### src/core/cis_pkg.sv
// constants, register map and types of the interrupt sequencer
package cis_pkg;
  localparam int CIS_NSRC = 7;
  localparam int CIS_NREQ = 8;
  // register indices; the byte address is four times the index
  localparam logic [7:0] CIS_IDX_ENABLE_HIGH = 8'he2;
  localparam logic [7:0] CIS_IDX_ENABLE_LOW = 8'he3;
  localparam logic [7:0] CIS_IDX_PENDING_HIGH = 8'he4;
  localparam logic [7:0] CIS_IDX_PENDING_LOW = 8'he5;
  localparam logic [7:0] CIS_IDX_EXT_EDGE_SELECT = 8'he6;
  localparam logic [7:0] CIS_IDX_STATUS = 8'he7;
  // reset values
  localparam logic [7:0] CIS_RST_ENABLE = 8'h00;
  localparam logic [7:0] CIS_RST_EDGE = 8'h00;
  localparam logic [CIS_NSRC-1:0] CIS_RST_PENDING = 7'h00;
  // field positions
  localparam int CIS_PSW_IFLAG_BIT = 2;
  localparam int CIS_PSW_BFLAG_BIT = 4;
  localparam int CIS_EDGE_A_LSB = 0;
  localparam int CIS_EDGE_B_LSB = 2;
  localparam int CIS_HIGH_SRCS = 4;
  // edge modes of the external inputs
  typedef enum logic [1:0] {
    CIS_EDGE_OFF = 2'b00,
    CIS_EDGE_FALL = 2'b01,
    CIS_EDGE_RISE = 2'b10,
    CIS_EDGE_BOTH = 2'b11
  } cis_edge_e;
  // timing, in oscillator periods of pclk; the clock period itself in ns
  localparam int CIS_CLK_PERIOD_NS = 10;
  localparam int CIS_ACCEPT_CYCLES = 8;
  localparam int CIS_RESP_MIN_CYCLES = 12;
  localparam int CIS_RESP_WAIT = CIS_RESP_MIN_CYCLES - CIS_ACCEPT_CYCLES - 1;
  // vectors, ranked from highest priority; slot 7 is the break trap
  localparam logic [15:0] CIS_VEC_EXT_A = 16'hfffa;
  localparam logic [15:0] CIS_VEC_EXT_B = 16'hfff8;
  localparam logic [15:0] CIS_VEC_TIMER_A = 16'hfff6;
  localparam logic [15:0] CIS_VEC_TIMER_B = 16'hfff4;
  localparam logic [15:0] CIS_VEC_CONV = 16'hffea;
  localparam logic [15:0] CIS_VEC_WDT = 16'hffe8;
  localparam logic [15:0] CIS_VEC_INTERVAL = 16'hffe6;
  localparam logic [15:0] CIS_VEC_TABLE_CALL_ZERO = 16'hffde;
  typedef enum logic {
    CIS_ST_IDLE = 1'b0,
    CIS_ST_ACCEPT = 1'b1
  } cis_state_e;
endpackage

### src/core/cis_sequencer.sv
// interrupt latch, gating, priority and acceptance sequencer with apb registers
//
// The APB interface to the registers was chosen for this implementation.
`timescale 1ns/100ps
// Summary of operation
// - pending requests stay set until accepted, reset, or cleared by software
// - acceptance takes eight oscillator cycles after the current instruction ends
// - first acceptance step clears the global enable; break blocks all until return
// - the accepted source's pending flag is cleared during acceptance
// - return address and status word are pushed, stack pointer decremented three times
// - vector entry is read from the source's table slot and loaded into pc
// - return-from-interrupt ends the current service
// - nothing maskable is accepted while the global enable is zero
// - enable instruction inside service allows nesting of individually enabled sources
// - only pc and status are saved by hardware; software saves other registers
// - break trap is a software interrupt of the lowest priority
// - break shares the table call zero vector and sets the trap flag
// - higher priority wins; simultaneous requests resolved by fixed hardware order
// - external inputs are edge triggered, edge chosen by the edge select register
// - each edge detector offers rising, falling or both edges
// - edge select value 0000_0101 gives falling edge on both inputs
// - edges latch each cycle; a latched flag is evaluated three cycles later
// - an active acknowledged request makes the next operation a hardware call
// - at least twelve cycles from external activation to first service instruction
// - global enable is status bit 2 and gates all but reset and break
// - a source with its enable flag zero is never accepted
// - software reads and writes all source pending flags; the break pending flag is only readable
module cis_sequencer
  import cis_pkg::*;
#(
  parameter logic [15:0] BRK_VECTOR = CIS_VEC_TABLE_CALL_ZERO,
  parameter int DEPTH_W = 3
) (
  // clock and reset
  input wire logic pclk,
  input wire logic presetn,
  // apb slave
  input wire logic psel,
  input wire logic penable,
  input wire logic pwrite,
  input wire logic [11:0] paddr,
  input wire logic [31:0] pwdata,
  output logic [31:0] prdata,
  output logic pready,
  output logic pslverr,
  // external interrupt pins
  input wire logic ext_irq_a,
  input wire logic ext_irq_b,
  // internal source events, one-cycle pulses
  input wire logic timer_a_event,
  input wire logic timer_b_event,
  input wire logic converter_done_event,
  input wire logic watchdog_match_event,
  input wire logic interval_overflow_event,
  // cpu core instruction events, one-cycle pulses
  input wire logic instr_done,
  input wire logic enable_irq_instr,
  input wire logic disable_irq_instr,
  input wire logic break_trap_instr,
  input wire logic table_call_zero,
  input wire logic return_from_irq_instr,
  // cpu core context
  input wire logic [15:0] cpu_pc,
  input wire logic [7:0] cpu_psw,
  input wire logic [7:0] vec_data,
  // stack and vector requests toward the core
  output logic stack_push,
  output logic sp_dec,
  output logic [7:0] stack_data,
  output logic vec_rd,
  output logic [15:0] vec_addr,
  output logic pc_load,
  output logic [15:0] pc_value,
  output logic service_start,
  // flags
  output logic irq_flag,
  output logic brk_flag,
  output logic accept_busy
);
  import cis_pkg::*;

  localparam logic [7:0] IDX_MASK = 8'hff;

  cis_state_e state;
  logic [2:0] step;
  logic [CIS_NSRC-1:0] pending;
  logic [CIS_NSRC-1:0] enable;
  logic [7:0] edge_sel;
  logic brk_pending;
  logic nmi_hold;
  logic [DEPTH_W-1:0] depth;
  logic [CIS_NSRC-1:0] src_event;
  logic [CIS_NSRC-1:0] aged;
  logic [CIS_NREQ-1:0] eligible;
  logic [2:0] grant;
  logic grant_valid;
  logic [2:0] cur_src;
  logic saved_iflag;
  logic [15:0] saved_pc;
  logic [15:0] cur_vector;
  logic [7:0] vec_low;
  logic edge_a;
  logic edge_b;
  logic take;
  logic apb_setup;
  logic apb_write;
  logic [9:0] reg_idx;
  logic idx_ok;
  logic [CIS_NSRC-1:0] sw_pend_wr;
  logic [CIS_NSRC-1:0] sw_pend_val;
  logic [CIS_NSRC-1:0] next_pending;
  logic [7:0] rd_word;
  logic rd_ok;

  function automatic logic [15:0] vector_of(input logic [2:0] src);
    unique case (src)
      3'h0: vector_of = CIS_VEC_EXT_A;
      3'h1: vector_of = CIS_VEC_EXT_B;
      3'h2: vector_of = CIS_VEC_TIMER_A;
      3'h3: vector_of = CIS_VEC_TIMER_B;
      3'h4: vector_of = CIS_VEC_CONV;
      3'h5: vector_of = CIS_VEC_WDT;
      3'h6: vector_of = CIS_VEC_INTERVAL;
      3'h7: vector_of = BRK_VECTOR;
    endcase
  endfunction

  // external edges
  cis_edge_detect u_edge_a (
    .pclk(pclk),
    .presetn(presetn),
    .pin(ext_irq_a),
    .mode(cis_edge_e'(edge_sel[CIS_EDGE_A_LSB +: 2])),
    .edge_pulse(edge_a)
  );

  cis_edge_detect u_edge_b (
    .pclk(pclk),
    .presetn(presetn),
    .pin(ext_irq_b),
    .mode(cis_edge_e'(edge_sel[CIS_EDGE_B_LSB +: 2])),
    .edge_pulse(edge_b)
  );

  // source order fixes the rank: bit 0 highest
  assign src_event = {interval_overflow_event, watchdog_match_event, converter_done_event,
                      timer_b_event, timer_a_event, edge_b, edge_a};

  // apb decode
  assign apb_setup = psel && !penable;
  assign apb_write = psel && penable && pready && pwrite;
  assign reg_idx = paddr[11:2];
  assign idx_ok = (paddr[1:0] == 2'b00) && (reg_idx[9:8] == 2'b00);

  always_comb begin
    sw_pend_wr = '0;
    sw_pend_val = '0;
    if (apb_write && idx_ok && (reg_idx[7:0] == CIS_IDX_PENDING_HIGH)) begin
      sw_pend_wr[CIS_HIGH_SRCS-1:0] = '1;
      sw_pend_val[CIS_HIGH_SRCS-1:0] = pwdata[CIS_HIGH_SRCS-1:0];
    end
    if (apb_write && idx_ok && (reg_idx[7:0] == CIS_IDX_PENDING_LOW)) begin
      sw_pend_wr[CIS_NSRC-1:CIS_HIGH_SRCS] = '1;
      sw_pend_val[CIS_NSRC-1:CIS_HIGH_SRCS] = pwdata[CIS_NSRC-CIS_HIGH_SRCS-1:0];
    end
  end

  // per-source latch; a new event beats both software clear and acceptance clear
  always_comb begin
    next_pending = pending;
    for (int i = 0; i < CIS_NSRC; i++) begin
      if (sw_pend_wr[i]) begin
        next_pending[i] = sw_pend_val[i];
      end
      if (take && (grant == 3'(i))) begin
        next_pending[i] = 1'b0;
      end
      if (src_event[i]) begin
        next_pending[i] = 1'b1;
      end
    end
  end

  always_ff @(posedge pclk or negedge presetn) begin
    if (!presetn) begin
      pending <= CIS_RST_PENDING;
    end else begin
      pending <= next_pending;
    end
  end

  // age of each request, so a fresh flag is never evaluated in its own cycle
  genvar g;
  generate
    for (g = 0; g < CIS_NSRC; g++) begin : g_age
      logic [3:0] age;
      always_ff @(posedge pclk or negedge presetn) begin
        if (!presetn) begin
          age <= 4'h0;
        end else if (!pending[g] || src_event[g]) begin
          age <= 4'h0;
        end else if (age < 4'(CIS_RESP_WAIT)) begin
          age <= age + 4'h1;
        end
      end
      assign aged[g] = pending[g] && (age >= 4'(CIS_RESP_WAIT));
      assign eligible[g] = aged[g] && enable[g] && irq_flag && !nmi_hold;
    end
  endgenerate

  // break bypasses the enables but still waits behind everything else
  assign eligible[CIS_NREQ-1] = brk_pending && !nmi_hold;

  cis_priority #(
    .N(CIS_NREQ),
    .W(3)
  ) u_priority (
    .req(eligible),
    .grant(grant),
    .valid(grant_valid)
  );

  assign take = (state == CIS_ST_IDLE) && instr_done && grant_valid;

  // break request latch
  always_ff @(posedge pclk or negedge presetn) begin
    if (!presetn) begin
      brk_pending <= 1'b0;
    end else if (break_trap_instr) begin
      brk_pending <= 1'b1;
    end else if (take && (grant == 3'h7)) begin
      brk_pending <= 1'b0;
    end
  end

  // trap source flag distinguishes break from an ordinary table call zero
  always_ff @(posedge pclk or negedge presetn) begin
    if (!presetn) begin
      brk_flag <= 1'b0;
    end else if (take && (grant == 3'h7)) begin
      brk_flag <= 1'b1;
    end else if (table_call_zero) begin
      brk_flag <= 1'b0;
    end
  end

  // global enable flag, nmi hold and nesting depth
  always_ff @(posedge pclk or negedge presetn) begin
    if (!presetn) begin
      irq_flag <= 1'b0;
      nmi_hold <= 1'b0;
      depth <= '0;
    end else if (take) begin
      irq_flag <= 1'b0;
      nmi_hold <= (grant == 3'h7);
      depth <= depth + DEPTH_W'(1);
    end else if (return_from_irq_instr) begin
      irq_flag <= 1'b1;
      nmi_hold <= 1'b0;
      if (depth != '0) begin
        depth <= depth - DEPTH_W'(1);
      end
    end else if (enable_irq_instr) begin
      irq_flag <= 1'b1;
    end else if (disable_irq_instr) begin
      irq_flag <= 1'b0;
    end
  end

  // acceptance sequence: three pushes, two vector reads, load, start
  always_ff @(posedge pclk or negedge presetn) begin
    if (!presetn) begin
      state <= CIS_ST_IDLE;
      step <= 3'h0;
      cur_src <= 3'h0;
      saved_iflag <= 1'b0;
      saved_pc <= 16'h0000;
      cur_vector <= 16'h0000;
      vec_low <= 8'h00;
    end else begin
      unique case (state)
        CIS_ST_IDLE: begin
          step <= 3'h0;
          if (take) begin
            state <= CIS_ST_ACCEPT;
            cur_src <= grant;
            saved_iflag <= irq_flag;
            saved_pc <= cpu_pc;
            cur_vector <= vector_of(grant);
          end
        end
        CIS_ST_ACCEPT: begin
          step <= step + 3'h1;
          if (step == 3'h5) begin
            vec_low <= vec_data;
          end
          if (step == 3'(CIS_ACCEPT_CYCLES - 1)) begin
            state <= CIS_ST_IDLE;
          end
        end
      endcase
    end
  end

  // registered strobes toward the core
  always_ff @(posedge pclk or negedge presetn) begin
    if (!presetn) begin
      stack_push <= 1'b0;
      sp_dec <= 1'b0;
      stack_data <= 8'h00;
      vec_rd <= 1'b0;
      vec_addr <= 16'h0000;
      pc_load <= 1'b0;
      pc_value <= 16'h0000;
      service_start <= 1'b0;
      accept_busy <= 1'b0;
    end else begin
      stack_push <= 1'b0;
      sp_dec <= 1'b0;
      vec_rd <= 1'b0;
      pc_load <= 1'b0;
      service_start <= 1'b0;
      accept_busy <= (state == CIS_ST_ACCEPT) && (step != 3'(CIS_ACCEPT_CYCLES - 1));
      if (state == CIS_ST_ACCEPT) begin
        unique case (step)
          3'h0: begin
            stack_push <= 1'b1;
            sp_dec <= 1'b1;
            stack_data <= saved_pc[15:8];
          end
          3'h1: begin
            stack_push <= 1'b1;
            sp_dec <= 1'b1;
            stack_data <= saved_pc[7:0];
          end
          3'h2: begin
            stack_push <= 1'b1;
            sp_dec <= 1'b1;
            stack_data <= {cpu_psw[7:CIS_PSW_BFLAG_BIT+1], brk_flag, cpu_psw[CIS_PSW_BFLAG_BIT-1:CIS_PSW_IFLAG_BIT+1],
                           saved_iflag, cpu_psw[CIS_PSW_IFLAG_BIT-1:0]};
          end
          3'h3: begin
            vec_rd <= 1'b1;
            vec_addr <= cur_vector;
          end
          3'h4: begin
            vec_rd <= 1'b1;
            vec_addr <= cur_vector + 16'h0001;
          end
          3'h5: begin
          end
          3'h6: begin
            pc_load <= 1'b1;
            pc_value <= {vec_data, vec_low};
          end
          3'h7: begin
            service_start <= 1'b1;
          end
        endcase
      end
    end
  end

  // enable and edge registers
  always_ff @(posedge pclk or negedge presetn) begin
    if (!presetn) begin
      enable <= CIS_RST_ENABLE[CIS_NSRC-1:0];
      edge_sel <= CIS_RST_EDGE;
    end else if (apb_write && idx_ok) begin
      if (reg_idx[7:0] == CIS_IDX_ENABLE_HIGH) begin
        enable[CIS_HIGH_SRCS-1:0] <= pwdata[CIS_HIGH_SRCS-1:0];
      end
      if (reg_idx[7:0] == CIS_IDX_ENABLE_LOW) begin
        enable[CIS_NSRC-1:CIS_HIGH_SRCS] <= pwdata[CIS_NSRC-CIS_HIGH_SRCS-1:0];
      end
      if (reg_idx[7:0] == CIS_IDX_EXT_EDGE_SELECT) begin
        edge_sel <= pwdata[7:0];
      end
    end
  end

  // read mux
  always_comb begin
    rd_word = 8'h00;
    rd_ok = idx_ok;
    unique case (reg_idx[7:0] & IDX_MASK)
      CIS_IDX_ENABLE_HIGH: rd_word = {4'h0, enable[CIS_HIGH_SRCS-1:0]};
      CIS_IDX_ENABLE_LOW: rd_word = {5'h00, enable[CIS_NSRC-1:CIS_HIGH_SRCS]};
      CIS_IDX_PENDING_HIGH: rd_word = {4'h0, pending[CIS_HIGH_SRCS-1:0]};
      CIS_IDX_PENDING_LOW: rd_word = {5'h00, pending[CIS_NSRC-1:CIS_HIGH_SRCS]};
      CIS_IDX_EXT_EDGE_SELECT: rd_word = edge_sel;
      CIS_IDX_STATUS: rd_word = {brk_pending, nmi_hold, state == CIS_ST_ACCEPT, brk_flag, depth[1:0], irq_flag, 1'b0};
      default: rd_ok = 1'b0;
    endcase
  end

  // zero wait states: answer is prepared in the setup cycle
  always_ff @(posedge pclk or negedge presetn) begin
    if (!presetn) begin
      pready <= 1'b0;
      prdata <= 32'h00000000;
      pslverr <= 1'b0;
    end else begin
      pready <= apb_setup;
      pslverr <= apb_setup && !rd_ok;
      if (apb_setup && !pwrite && rd_ok) begin
        prdata <= {24'h000000, rd_word};
      end else if (apb_setup) begin
        prdata <= 32'h00000000;
      end
    end
  end
endmodule // cis_sequencer

### src/core/cis_edge_detect.sv
// synchronised edge detector for one external interrupt pin
`timescale 1ns/100ps
module cis_edge_detect
  import cis_pkg::*;
(
  // clock and reset
  input wire logic pclk,
  input wire logic presetn,
  // pin and mode
  input wire logic pin,
  input wire cis_pkg::cis_edge_e mode,
  // detected edge, one cycle
  output logic edge_pulse
);
  logic sync1;
  logic sync2;
  logic sync3;
  logic stable;
  logic agree;

  assign agree = (sync2 == sync3);

  always_ff @(posedge pclk or negedge presetn) begin
    if (!presetn) begin
      sync1 <= 1'b0;
      sync2 <= 1'b0;
      sync3 <= 1'b0;
    end else begin
      sync1 <= pin;
      sync2 <= sync1;
      sync3 <= sync2;
    end
  end

  // a change counts only once two samples agree, so one-cycle glitches are dropped
  always_ff @(posedge pclk or negedge presetn) begin
    if (!presetn) begin
      stable <= 1'b0;
      edge_pulse <= 1'b0;
    end else begin
      edge_pulse <= 1'b0;
      if (agree && (sync2 != stable)) begin
        stable <= sync2;
        unique case (mode)
          CIS_EDGE_OFF: edge_pulse <= 1'b0;
          CIS_EDGE_FALL: edge_pulse <= !sync2;
          CIS_EDGE_RISE: edge_pulse <= sync2;
          CIS_EDGE_BOTH: edge_pulse <= 1'b1;
        endcase
      end
    end
  end
endmodule // cis_edge_detect

### src/core/cis_priority.sv
// fixed priority picker, index 0 wins
`timescale 1ns/100ps
module cis_priority #(
  parameter int N = 8,
  parameter int W = 3
) (
  // requests
  input wire logic [N-1:0] req,
  // winner
  output logic [W-1:0] grant,
  output logic valid
);
  always_comb begin
    grant = '0;
    valid = 1'b0;
    // scan from lowest rank up so the highest rank overwrites last
    for (int i = N - 1; i >= 0; i--) begin
      if (req[i]) begin
        grant = W'(i);
        valid = 1'b1;
      end
    end
  end
endmodule // cis_priority

### config.mk
export PLATFORM = sky130hd
export DESIGN_NAME = cis_sequencer
export DESIGN_NICKNAME = d
export VERILOG_FILES = /design/src/core/cis_pkg.sv /design/src/core/cis_sequencer.sv /design/src/core/cis_edge_detect.sv /design/src/core/cis_priority.sv
export SDC_FILE = /design/constraint.sdc
export NUM_CORES = 1
export LEC_CHECK = 0
export BUFFER_PORTS_ARGS = -buffer_cell sky130_fd_sc_hd__buf_2
export CORE_MARGIN = 2
export CORE_UTILIZATION = 45
export DETAILED_ROUTE_END_ITERATION = 8
export GPL_ROUTABILITY_DRIVEN = 0
export GPL_TIMING_DRIVEN = 0
export HOLD_SLACK_MARGIN = 0.08
export PLACE_DENSITY = 0.7
export RECOVER_POWER = 100
export SETUP_SLACK_MARGIN = 0.02
export SYNTH_ARGS = -nofsm -noshare
export SYNTH_HDL_FRONTEND = slang
export SYNTH_SLANG_ARGS = --single-unit
export TNS_END_PERCENT = 5
### constraint.sdc
create_clock -name pclk -period 6.2 [get_ports pclk]
set_input_delay 0.93 -clock pclk [delete_from_list [all_inputs] [get_ports pclk]]
set_output_delay 0.93 -clock pclk [all_outputs]
set_load 0.05 [all_outputs]
==> results.toml, run 1 <==
[route]
wire_length_per_cell_um = 15.1
ant_nets = 0
drt-vias-per-instance = 5.09
route.final.wire_length_um = 14700
drc_errors = 0
drt-pass1-iter-count = 7
first_iter_violations = 328
met3RoutedLength_um = 800
top_signal_layer_used = "met5"
routedLengthMet1_um = 6310
count_of_vias_placed_by_the_detailed_router = 4960
route.met2.wl_um = 7310

[sta]
final.setup_skew_ns = 0.0131
finalSetupViolCount = 0
setup_slack_ns = 2.70
final.hold.worst_slack_ns = 0.350
layout_min_cycle_time_ns = 3.50
slew_violations = 62
maxSlewHeadroom_pct = -121
report.final.hold_viol_count = 0
grt_setup_unrepaired = "false"
max_freq_mhz = 286
worstMarginPinSlew_ns = 3.32
finalSetupTns_ns = 0
post-route-period-util_pct = 56.4

[synth]
synth_area_per_cell_um2 = 11.1
seq_area_frac_synth_pct = 54.8
synth-simple-area-share_pct = 14.2
synth_adder_area_share_pct = 2.81
synth.mux.area_fraction_pct = 10.8
synth_compound_area_share_pct = 10.2
postSynthCellCount = 610
synth_top_family_by_area = "simple AND/OR/NAND/NOR gates"
synthArstFlopShare_pct = 100
synth_xor_area_share_pct = 1.04
mappedNetlistArea_mm2 = 0.00676
ys_dominant_reg_cell = "dfrtp_1"
synth_edf_count = 0
number_of_synthesized_register_bits = 148
yosysUniqueCellTypes = 60
ys_warn_count = 0

[setup_path]
endpoint_kind = "asynchronous set/reset pin"
worstPathArrival_ns = 3.28
critical_path_class = "input port to asynchronous set/reset pin"
worst_path_max_delay_cell = "clkbuf_1"
worst_path_largest_cell_delay_ns = 2.29
rr_startpoint = "g_age[6].age[0]"
crit_fanout = 62
timing.critical_path.buf_inv = 1
cell_chain_critical_path = "clkbuf_1"
cp_data_required_time_ns = 5.98
critical-path-top-delay-family = "buffers and inverters"
startpoint_type = "input port"
crit_start = "presetn"

[global_routing]
grt_antenna_before_repair = 1
grt_total_usage_pct = 19.0
number_of_global_route_vias_before_repair = 5027
grt_start_max_net_pins = 88
grt_first_pass_wirelength_um = 24300
grt_overflow = 0

[floorplanning]
coreArea_mm2 = 0.0146
die_height_um = 127
die-area_mm2 = 0.0160
die_w_um = 127
initial_cell_density_of_the_core_pct = 46.4
io_pins = 176
rows = 44

[placement]
numPortBuffers = 124
placed_cells_incl_taps = 942
preCtsSetupSlack_ns = 3.44
hpwl_reported_at_the_end_of_detailed_placement_um = 10900

[finish]
post_route_cells_drive_above_1_share_pct = 23.4
final_util_pct = 56.0
ant_cells = 0
stdcell_count = 974
num-fill-cells = 1298
layout_net_count = 884
syn2layout_area_growth_pct = 20.8

[power_and_ir_drop]
peakVddDrop_mv = 0.241
leakage_power_summed_over_all_cells_nw = 3.92
power_density_mw_per_mm2 = 470

[clocking]
cts_tree = "done"
clock_latency_reported_for_the_late_side_of_the_worst_skew_pair_ns = 0.43
clock_tree.root_cell = "clkbuf_16"
htreeDepth = 4
cts_made_buffers = 17
ctsResizeCount = 0
clk_path_buf_depth = 2
postCtsSetupBuffers = 0
worst_setup_hold_path_clk_slew_ns = 0.06
cts_hold_repair_buffers = 0
clkSinkCount = 148

[run]
max-cap-violations = 1

[worst_hold_path]
hold_class = "flop to flop"
timing.hold.worst.start = "u_edge_a.sync1"

[status]
violations = "max-capacitance violations, max-slew violations"
outcome = "complete, but fails checks"
-- cells in the mapped netlist (all sizes together), types with 5 or more instances --
cell	count	share of area, %
mux2i	19	2.8
inv	24	1.3
ha	12	2.2
buf	40	4.2
o21ai	17	1.3
nand4b	5	0.65
dfrtp	148	55
nand2	90	5.0
a21oi	22	1.7
o21bai	8	1.1
nor3	13	1.0
a21o	5	0.56
xnor2	8	1.0
nand3	5	0.37
clkbuf	11	0.61
o311ai	5	1.5
a22oi	9	1.0
and2	5	0.46
nor2	55	3.1
nand2b	14	1.3
a22o	5	0.65
nor2b	5	0.46
mux2	44	7.3
-- through the flow --
stage / total power, mW / area [um2]
detailed placement: 2.97 / 7730
floorplan: 2.58 / 6850
finish: 3.84 / 8170
global placement: 2.91 / 7700
global route: 4.07 / 8170
CTS: 3.93 / 8280
-- path summary, 6_finish.rpt --
| check | to | slack, ns | depth (start not counted) |
|---|---|---|---|
| min in group asynchronous | u_edge_a.sync1 | 1.61 | 1 |
| max in group pclk | depth[1] | 2.93 | 8 |
| max | stack_data[2] | 2.70 | 1 |
| min reg2reg | u_edge_a.sync2 | 0.35 | 0 |
| max reg2reg | depth[1] | 2.93 | 8 |
| min | u_edge_a.sync2 | 0.35 | 0 |
-- cell usage in the layout (no fill, tap or decap), types with 3 or more instances in the layout --
master,synthesis,layout
a21o_1,5,5
a21oi_1,20,21
a22o_1,5,5
a22oi_1,9,9
a31oi_1,3,3
and2_0,1,4
buf_2,5,62
buf_4,34,34
clkbuf_1,11,79
clkbuf_16,0,17
clkinv_4,0,5
clkinvlp_4,0,4
conb_1,1,24
dfrtp_1,148,148
ha_1,12,12
inv_1,24,24
inv_6,0,4
mux2_2,44,42
mux2i_1,19,19
nand2_1,90,90
nand2b_1,14,14
nand3_1,5,5
nand4b_1,5,5
nor2_1,54,55
nor2b_1,5,5
nor3_1,12,13
nor3b_1,3,3
o21ai_0,17,17
o21bai_1,7,8
o311ai_4,3,3
xnor2_1,8,8
-- flip-flops by register name (all words and copies together), names as in the netlist, 3 cells and up --
name,flops
cur_vector,6
depth,3
edge_sel,8
enable,7
g_age.age,28
pc_value,16
pending,7
prdata,8
saved_pc,16
stack_data,8
step,3
vec_addr,7
vec_low,8
-- where the power goes --
group / switching [mW] / internal (mW) / leakage [nW]
registers: 0.174 / 1.23 / 1.85
clock network: 0.423 / 0.520 / 0.259
logic: 1.06 / 0.435 / 1.81
-- cells by family after synthesis --
| group | count (synthesis) |
|---|---|
| adder cells (fa/ha/maj) | 15 |
| buffers and inverters | 75 |
| AO/OA/AOI/OAI | 90 |
| AND/OR/NAND/NOR | 208 |
| flip-flops | 148 |
| multiplexers | 65 |
| XOR/XNOR | 8 |
| other | 1 |
-- per-layer routing --
metal,up-vias,track usage [%]
met1,2415,23.8
met5,-,0
li1,2368,-
met3,30,4.30
met4,2,7.43
met2,145,32.0
-- final cells by class --
cell class	count	area [um2]	area share (%)
flip-flops and latches	148	3700	45.3
plain buffers	51	320	3.92
well taps	184	230	2.82
inverters	24	90.1	1.10
clock buffers	17	425	5.21
clock inverters	15	125	1.53
multi-input cells	410	2710	33.1
repair buffers	125	569	6.97
No activity file was read; power rests on OpenSTA's default activity.
==> run 2, diff against run 1 <==
--- a/config.mk
+++ b/config.mk
@@ -12,7 +12,7 @@
 export GPL_ROUTABILITY_DRIVEN = 0
 export GPL_TIMING_DRIVEN = 0
 export HOLD_SLACK_MARGIN = 0.08
-export PLACE_DENSITY = 0.7
+export PLACE_DENSITY = 0.72
 export RECOVER_POWER = 100
 export SETUP_SLACK_MARGIN = 0.02
 export SYNTH_ARGS = -nofsm -noshare
==> constraint.sdc (replaced) <==
create_clock -name pclk -period 3.15 [get_ports pclk]
set_input_delay 0.4725 -clock pclk [delete_from_list [all_inputs] [get_ports pclk]]
set_output_delay 0.4725 -clock pclk [all_outputs]
set_load 0.05 [all_outputs]
==> run 2 against run 1 <==
Net effect:
- the run now ends clean
- largest power group unchanged
- worst setup slack got worse by 2.4 ns
- cell count rose by 0.10%
- wire length rose by 0.48%
- combinational power rose by 96%
- non-clock buffer count rose by 1
- clock skew fell by 0.0067 ns
- highest routed layer unchanged
==> results.toml, run 2 (synthesis results as in run 1) <==
[worst_hold_path]
hold_class = "input port to flop"
hold_path_depth = 1

[finish]
post_route_cells_drive_above_1_share_pct = 24.0
largest_register_ffs = 28
layout_commonest_cell = "dfrtp_1"
syn2layout_area_growth_pct = 21.4
layout_net_count = 885
ant_cells = 0
postLayoutCellArea_mm2 = 0.00821
registers.top_by_ff_count = "g_age.age"
mostFrequentLayoutCells = "148 x dfrtp_1, 90 x nand2_1, 76 x clkbuf_1"
final_util_pct = 56.3
stdcell_count = 975
largest_registers = "g_age.age (28), pc_value (16), saved_pc (16)"

[placement]
numPortBuffers = 124
place_area_mm2 = 0.00773
hpwl_reported_at_the_end_of_detailed_placement_um = 10900
preCtsSetupSlack_ns = 0.400
placed_cells_incl_taps = 942

[clocking]
clk_path_buf_depth = 2
clkSinkCount = 148
ctsResizeCount = 0
cts_tree = "done"
htreeDepth = 4
cts_made_buffers = 17
clock_tree.root_cell = "clkbuf_16"
clock_latency_reported_for_the_late_side_of_the_worst_skew_pair_ns = 0.42
worst_setup_hold_path_clk_slew_ns = 0.06

[route]
drt-pass1-iter-count = 4
drt-vias-per-instance = 5.05
wire_length_per_cell_um = 15.2
route.final.wire_length_um = 14800
ant_nets = 0
drc_errors = 0
first_iter_violations = 311
count_of_vias_placed_by_the_detailed_router = 4923

[sta]
layout_min_cycle_time_ns = 2.82
grt_setup_unrepaired = "false"
finalSetupViolCount = 0
final.hold.worst_slack_ns = 0.157
max_freq_mhz = 354
maxSlewHeadroom_pct = 15.5
finalSetupTns_ns = 0
post-route-period-util_pct = 89.6
worstMarginPinSlew_ns = 1.27
slew_violations = 0
final.setup_skew_ns = 0.00638
setup_slack_ns = 0.327
report.final.hold_viol_count = 0

[setup_path]
critical_path_class = "flop to flop"
crit_start = "g_age[0].age[0]"
worst_path_largest_cell_delay_ns = 0.47
cell_chain_critical_path = "ha_1, o311ai_4, a41oi_1, o31a_1, inv_1, buf_2, fa_1, o32a_1"
endpoint_kind = "flop"
worst_setup_path_endpoint = "depth[1]"
length_in_cells_of_the_worst_reg_to_reg_path = 8
worstPathArrival_ns = 3.13
startpoint_type = "flop"
reg2reg_slack_ns = 0.33
r2r_end = "depth[1]"
crit_fanout = 10
cp_data_required_time_ns = 3.46
rr_startpoint = "g_age[0].age[0]"
worst_path_max_delay_cell = "fa_1"

[global_routing]
grt_overflow = 0
grt_start_max_net_pins = 101
grt_antenna_before_repair = 1
grt_first_pass_wirelength_um = 24400
grt_total_usage_pct = 19.2
number_of_global_route_vias_before_repair = 4968

[power_and_ir_drop]
peakVddDrop_mv = 0.408
power_density_mw_per_mm2 = 934
design_power_total_mw = 7.67
leakage_power_summed_over_all_cells_nw = 3.95

[floorplanning]
die_w_um = 127
io_pins = 176
initial_cell_density_of_the_core_pct = 46.4
coreArea_mm2 = 0.0146
die_height_um = 127
die-area_mm2 = 0.0160
rows = 44

[run]
max-cap-violations = 0

[status]
outcome = "finished, final reports clean"
run 2: worst min-delay path by stage:
stage,startpoint,endpoint,slack [ns]
after floorplan,presetn,accept_busy,0.18
after global placement,u_edge_b.sync1,u_edge_b.sync2,0.33
after detailed placement,u_edge_a.sync1,u_edge_a.sync2,0.34
after CTS,ext_irq_a,u_edge_a.sync1,0.14
after global routing,ext_irq_b,u_edge_b.sync1,0.14
final,ext_irq_a,u_edge_a.sync1,0.16
run 2: final cells by class:
type / count / area [um2]
Buffer: 51 / 320
Clock buffer: 19 / 443
Clock inverter: 13 / 134
Fill cell: 1310 / 6380
Inverter: 24 / 90.1
Multi-Input combinational cell: 410 / 2710
Sequential cell: 148 / 3700
Tap cell: 184 / 230
Timing Repair Buffer: 126 / 584
run 2: timing repair:
action / CTS / global route
hold endpoints to repair: 48 / 0
hold buffers: 1 / 0
buffers inserted: 0 / 0
endpoints found under the setup margin: 0 / 0
run 2: power by group:
group	switching (mW)	internal (mW)	total, mW
sequential	0.351	2.42	2.77
clock	0.782	1.18	1.96
combinational	2.08	0.863	2.94
total	3.21	4.46	7.67
run 2: worst max-delay path, delay by kind of cell (launching register included):
family	cells	cell delay, ns
fa+ha+maj	2	0.72
flops	1	0.40
compound gates	4	1.10
buf+inv	2	0.49
run 2: routing by layer:
layer,GRT usage [%],share of wire (%),up-vias
met5,0,0.088,-
met4,8.21,2.2,2
met3,4.43,5.8,26
met2,31.4,50,134
met1,24.7,42,2393
li1,-,-,2368
==> run 3, diff against run 2 <==
--- a/config.mk
+++ b/config.mk
@@ -5,6 +5,7 @@
 export SDC_FILE = /design/constraint.sdc
 export NUM_CORES = 1
 export LEC_CHECK = 0
+export ABC_AREA = 1
 export BUFFER_PORTS_ARGS = -buffer_cell sky130_fd_sc_hd__buf_2
 export CORE_MARGIN = 2
 export CORE_UTILIZATION = 45
==> run 3 against run 2 <==
Net effect:
- the flow now finishes with violations (max-capacitance violations, max-slew violations)
- sequential power up 3%
- critical path depth up 2
- synthesized cell count up 27%
- largest cell class unchanged
- area after synthesis is 0.59% higher
- critical endpoint is now stack_data[7]
- wire length is 1.7% higher
==> results.toml, run 3 <==
[finish]
syn2layout_area_growth_pct = 21.2
largest_registers = "g_age.age (28), pc_value (16), saved_pc (16)"
postLayoutCellArea_mm2 = 0.00824
final_util_pct = 56.3
layout_net_count = 1052
layout_commonest_cell = "nand2_1"
registers.top_by_ff_count = "g_age.age"
mostFrequentLayoutCells = "233 x nand2_1, 148 x dfrtp_1, 90 x nor2_1"
post_route_cells_drive_above_1_share_pct = 16.3
largest_register_ffs = 28

[setup_path]
rr_startpoint = "step[0]"
critical_path_class = "flop to flop"
r2r_end = "stack_data[7]"
cp_data_required_time_ns = 3.42
critical-path-top-cell-by-count = "inv_1"
cell_chain_critical_path = "inv_1, ha_1, inv_1, nor2_4, inv_1, nand2_1, inv_1, a21oi_1, clkbuf_1, a41oi_1"
worst_path_max_delay_cell = "a21oi_1"
timing.critical_path.buf_inv = 5
startpoint_type = "flop"
crit_fanout = 10
length_in_cells_of_the_worst_reg_to_reg_path = 10
worstPathArrival_ns = 2.84
reg2reg_slack_ns = 0.58
critical-path-top-delay-family = "buffers and inverters"
endpoint_kind = "flop"
worst_path_largest_cell_delay_ns = 0.58

[clocking]
clock_tree.root_cell = "clkbuf_16"
cts_made_buffers = 17
ctsResizeCount = 0
htreeDepth = 4
cts_tree = "done"
clock_latency_reported_for_the_late_side_of_the_worst_skew_pair_ns = 0.42
clk_path_buf_depth = 2
postCtsSetupBuffers = 0
clkSinkCount = 148
cts_hold_repair_buffers = 0
worst_setup_hold_path_clk_slew_ns = 0.06

[status]
violations = "max-capacitance violations, max-slew violations"
outcome = "complete, but fails checks"

[run]
max-cap-violations = 1

[synth]
synthTopCellsByCount = "231 x nand2_1, 148 x dfrtp_1, 87 x nor2_1"
ys_warn_count = 0
mappedNetlistArea_mm2 = 0.00680
synth_edf_count = 0
postSynthCellCount = 777
synth_area_per_cell_um2 = 8.76
ys_dominant_reg_cell = "dfrtp_1"
number_of_synthesized_register_bits = 148
synth.largest_area_cell = "dfrtp_1"
synth_most_common_cell = "nand2_1"
synth_top_area_share_pct = 54.4
synthTopCellsByArea = "dfrtp_1 54%, nand2_1 13%, nor2_1 4.8%, inv_1 4.4%, buf_4 3.8%"
yosysUniqueCellTypes = 41
synthArstFlopShare_pct = 100
seq_area_frac_synth_pct = 54.4

[sta]
finalSetupTns_ns = 0
worstMarginPinSlew_ns = 1.88
final.hold.worst_slack_ns = 0.157
slew_violations = 74
maxSlewHeadroom_pct = -25.0
final.setup_skew_ns = 0.00849
grt_setup_unrepaired = "false"
post-route-period-util_pct = 81.7
layout_min_cycle_time_ns = 2.57
finalSetupViolCount = 0
report.final.hold_viol_count = 0
max_freq_mhz = 389

[floorplanning]
io_pins = 176
rows = 44
die_w_um = 127
die_height_um = 127
coreArea_mm2 = 0.0146
initial_cell_density_of_the_core_pct = 46.5
die-area_mm2 = 0.0161

[power_and_ir_drop]
peakVddDrop_mv = 0.586
power_density_mw_per_mm2 = 975
leakage_power_summed_over_all_cells_nw = 4.28

[worst_hold_path]
timing.hold.worst.start = "ext_irq_a"
hold_class = "input port to flop"
holdPathEnd = "u_edge_a.sync1"
hold_path_depth = 1

[global_routing]
grt_antenna_before_repair = 1
grt_start_max_net_pins = 76
grt_total_usage_pct = 19.9
grt_first_pass_wirelength_um = 25400
number_of_global_route_vias_before_repair = 5417
grt_overflow = 0

[placement]
place_area_mm2 = 0.00778
hpwl_reported_at_the_end_of_detailed_placement_um = 11000
numPortBuffers = 125

[route]
ant_nets = 0
drt-pass1-iter-count = 5
drc_errors = 0
first_iter_violations = 432
drt-vias-per-instance = 4.79
count_of_vias_placed_by_the_detailed_router = 5470
route.final.wire_length_um = 15100
wire_length_per_cell_um = 13.2
## run 3: cell types whose count changed in the layout (fill, tap and decap cells not counted), moves of 8 or more
cell,delta
clkbuf_1,-8
mux2_2,-38
nand2b_1,-14
o21ai_0,+32
nand3_1,+24
nor3_1,-10
nand2_1,+143
nor2_1,+35
inv_1,+60
a22oi_1,-9
mux2i_1,-18
## run 3: through the flow
stage | instances | total power [mW] | worst slack [ns]
after global routing | 1141 | 8.56 | 0.327
after floorplan | 800 | 5.26 | 0.779
after CTS | 1141 | 8.25 | 0.796
after detailed placement | 1110 | 6.07 | 0.811
after global placement | 1109 | 5.97 | -0.578
final | 1142 | 8.04 | 0.577
## run 3: layer usage
layer | vias up | wire (um) | track usage [%]
met3 | 27 | 891 | 5.36
met1 | 2553 | 6750 | 25.7
met2 | 148 | 7100 | 32.1
li1 | 2742 | - | -
met4 | 0 | 308 | 7.89
met5 | - | 0 | 0
## run 3: layout make-up
cell class	instances	area [um2]
inverters	90	338
plain buffers	44	308
well taps	184	230
clock inverters	8	146
repair buffers	126	579
fillers	1376	6400
multi-input cells	518	2440
flip-flops and latches	148	3700
clock buffers	23	498
diodes	1	2.50
## run 3: power breakdown
| group | total [mW] | leakage, nW | internal [mW] | switching (mW) |
|---|---|---|---|---|
| combinational | 3.02 | 2.14 | 0.791 | 2.23 |
| clock | 2.17 | 0.315 | 1.42 | 0.746 |
| sequential | 2.84 | 1.83 | 2.48 | 0.359 |
## run 3: cells by family after synthesis
logic type	count (synthesis)	share of synthesized area (%)
xor gates and xnor gates	4	0.515
other	1	0.0551
DFF	148	54.4
AOI/OAI and AO/OA	97	8.06
and+or+nand+nor	373	23.5
muxes	7	1.14
buffers and inverters	134	9.80
adders and majority gates	13	2.50
## run 3: how the worst max path moves through the flow
stage               cells past startpoint  slack [ns]       startpoint            end
floorplan                              13        0.78         irq_flag       depth[2]
global placement                        1       -0.58          presetn    pc_value[7]
detailed placement                     13        0.81  g_age[6].age[0]       depth[1]
CTS                                    13        0.80  g_age[6].age[0]       depth[1]
global route                           10        0.33          step[0]  stack_data[7]
finish                                 10        0.58          step[0]  stack_data[7]
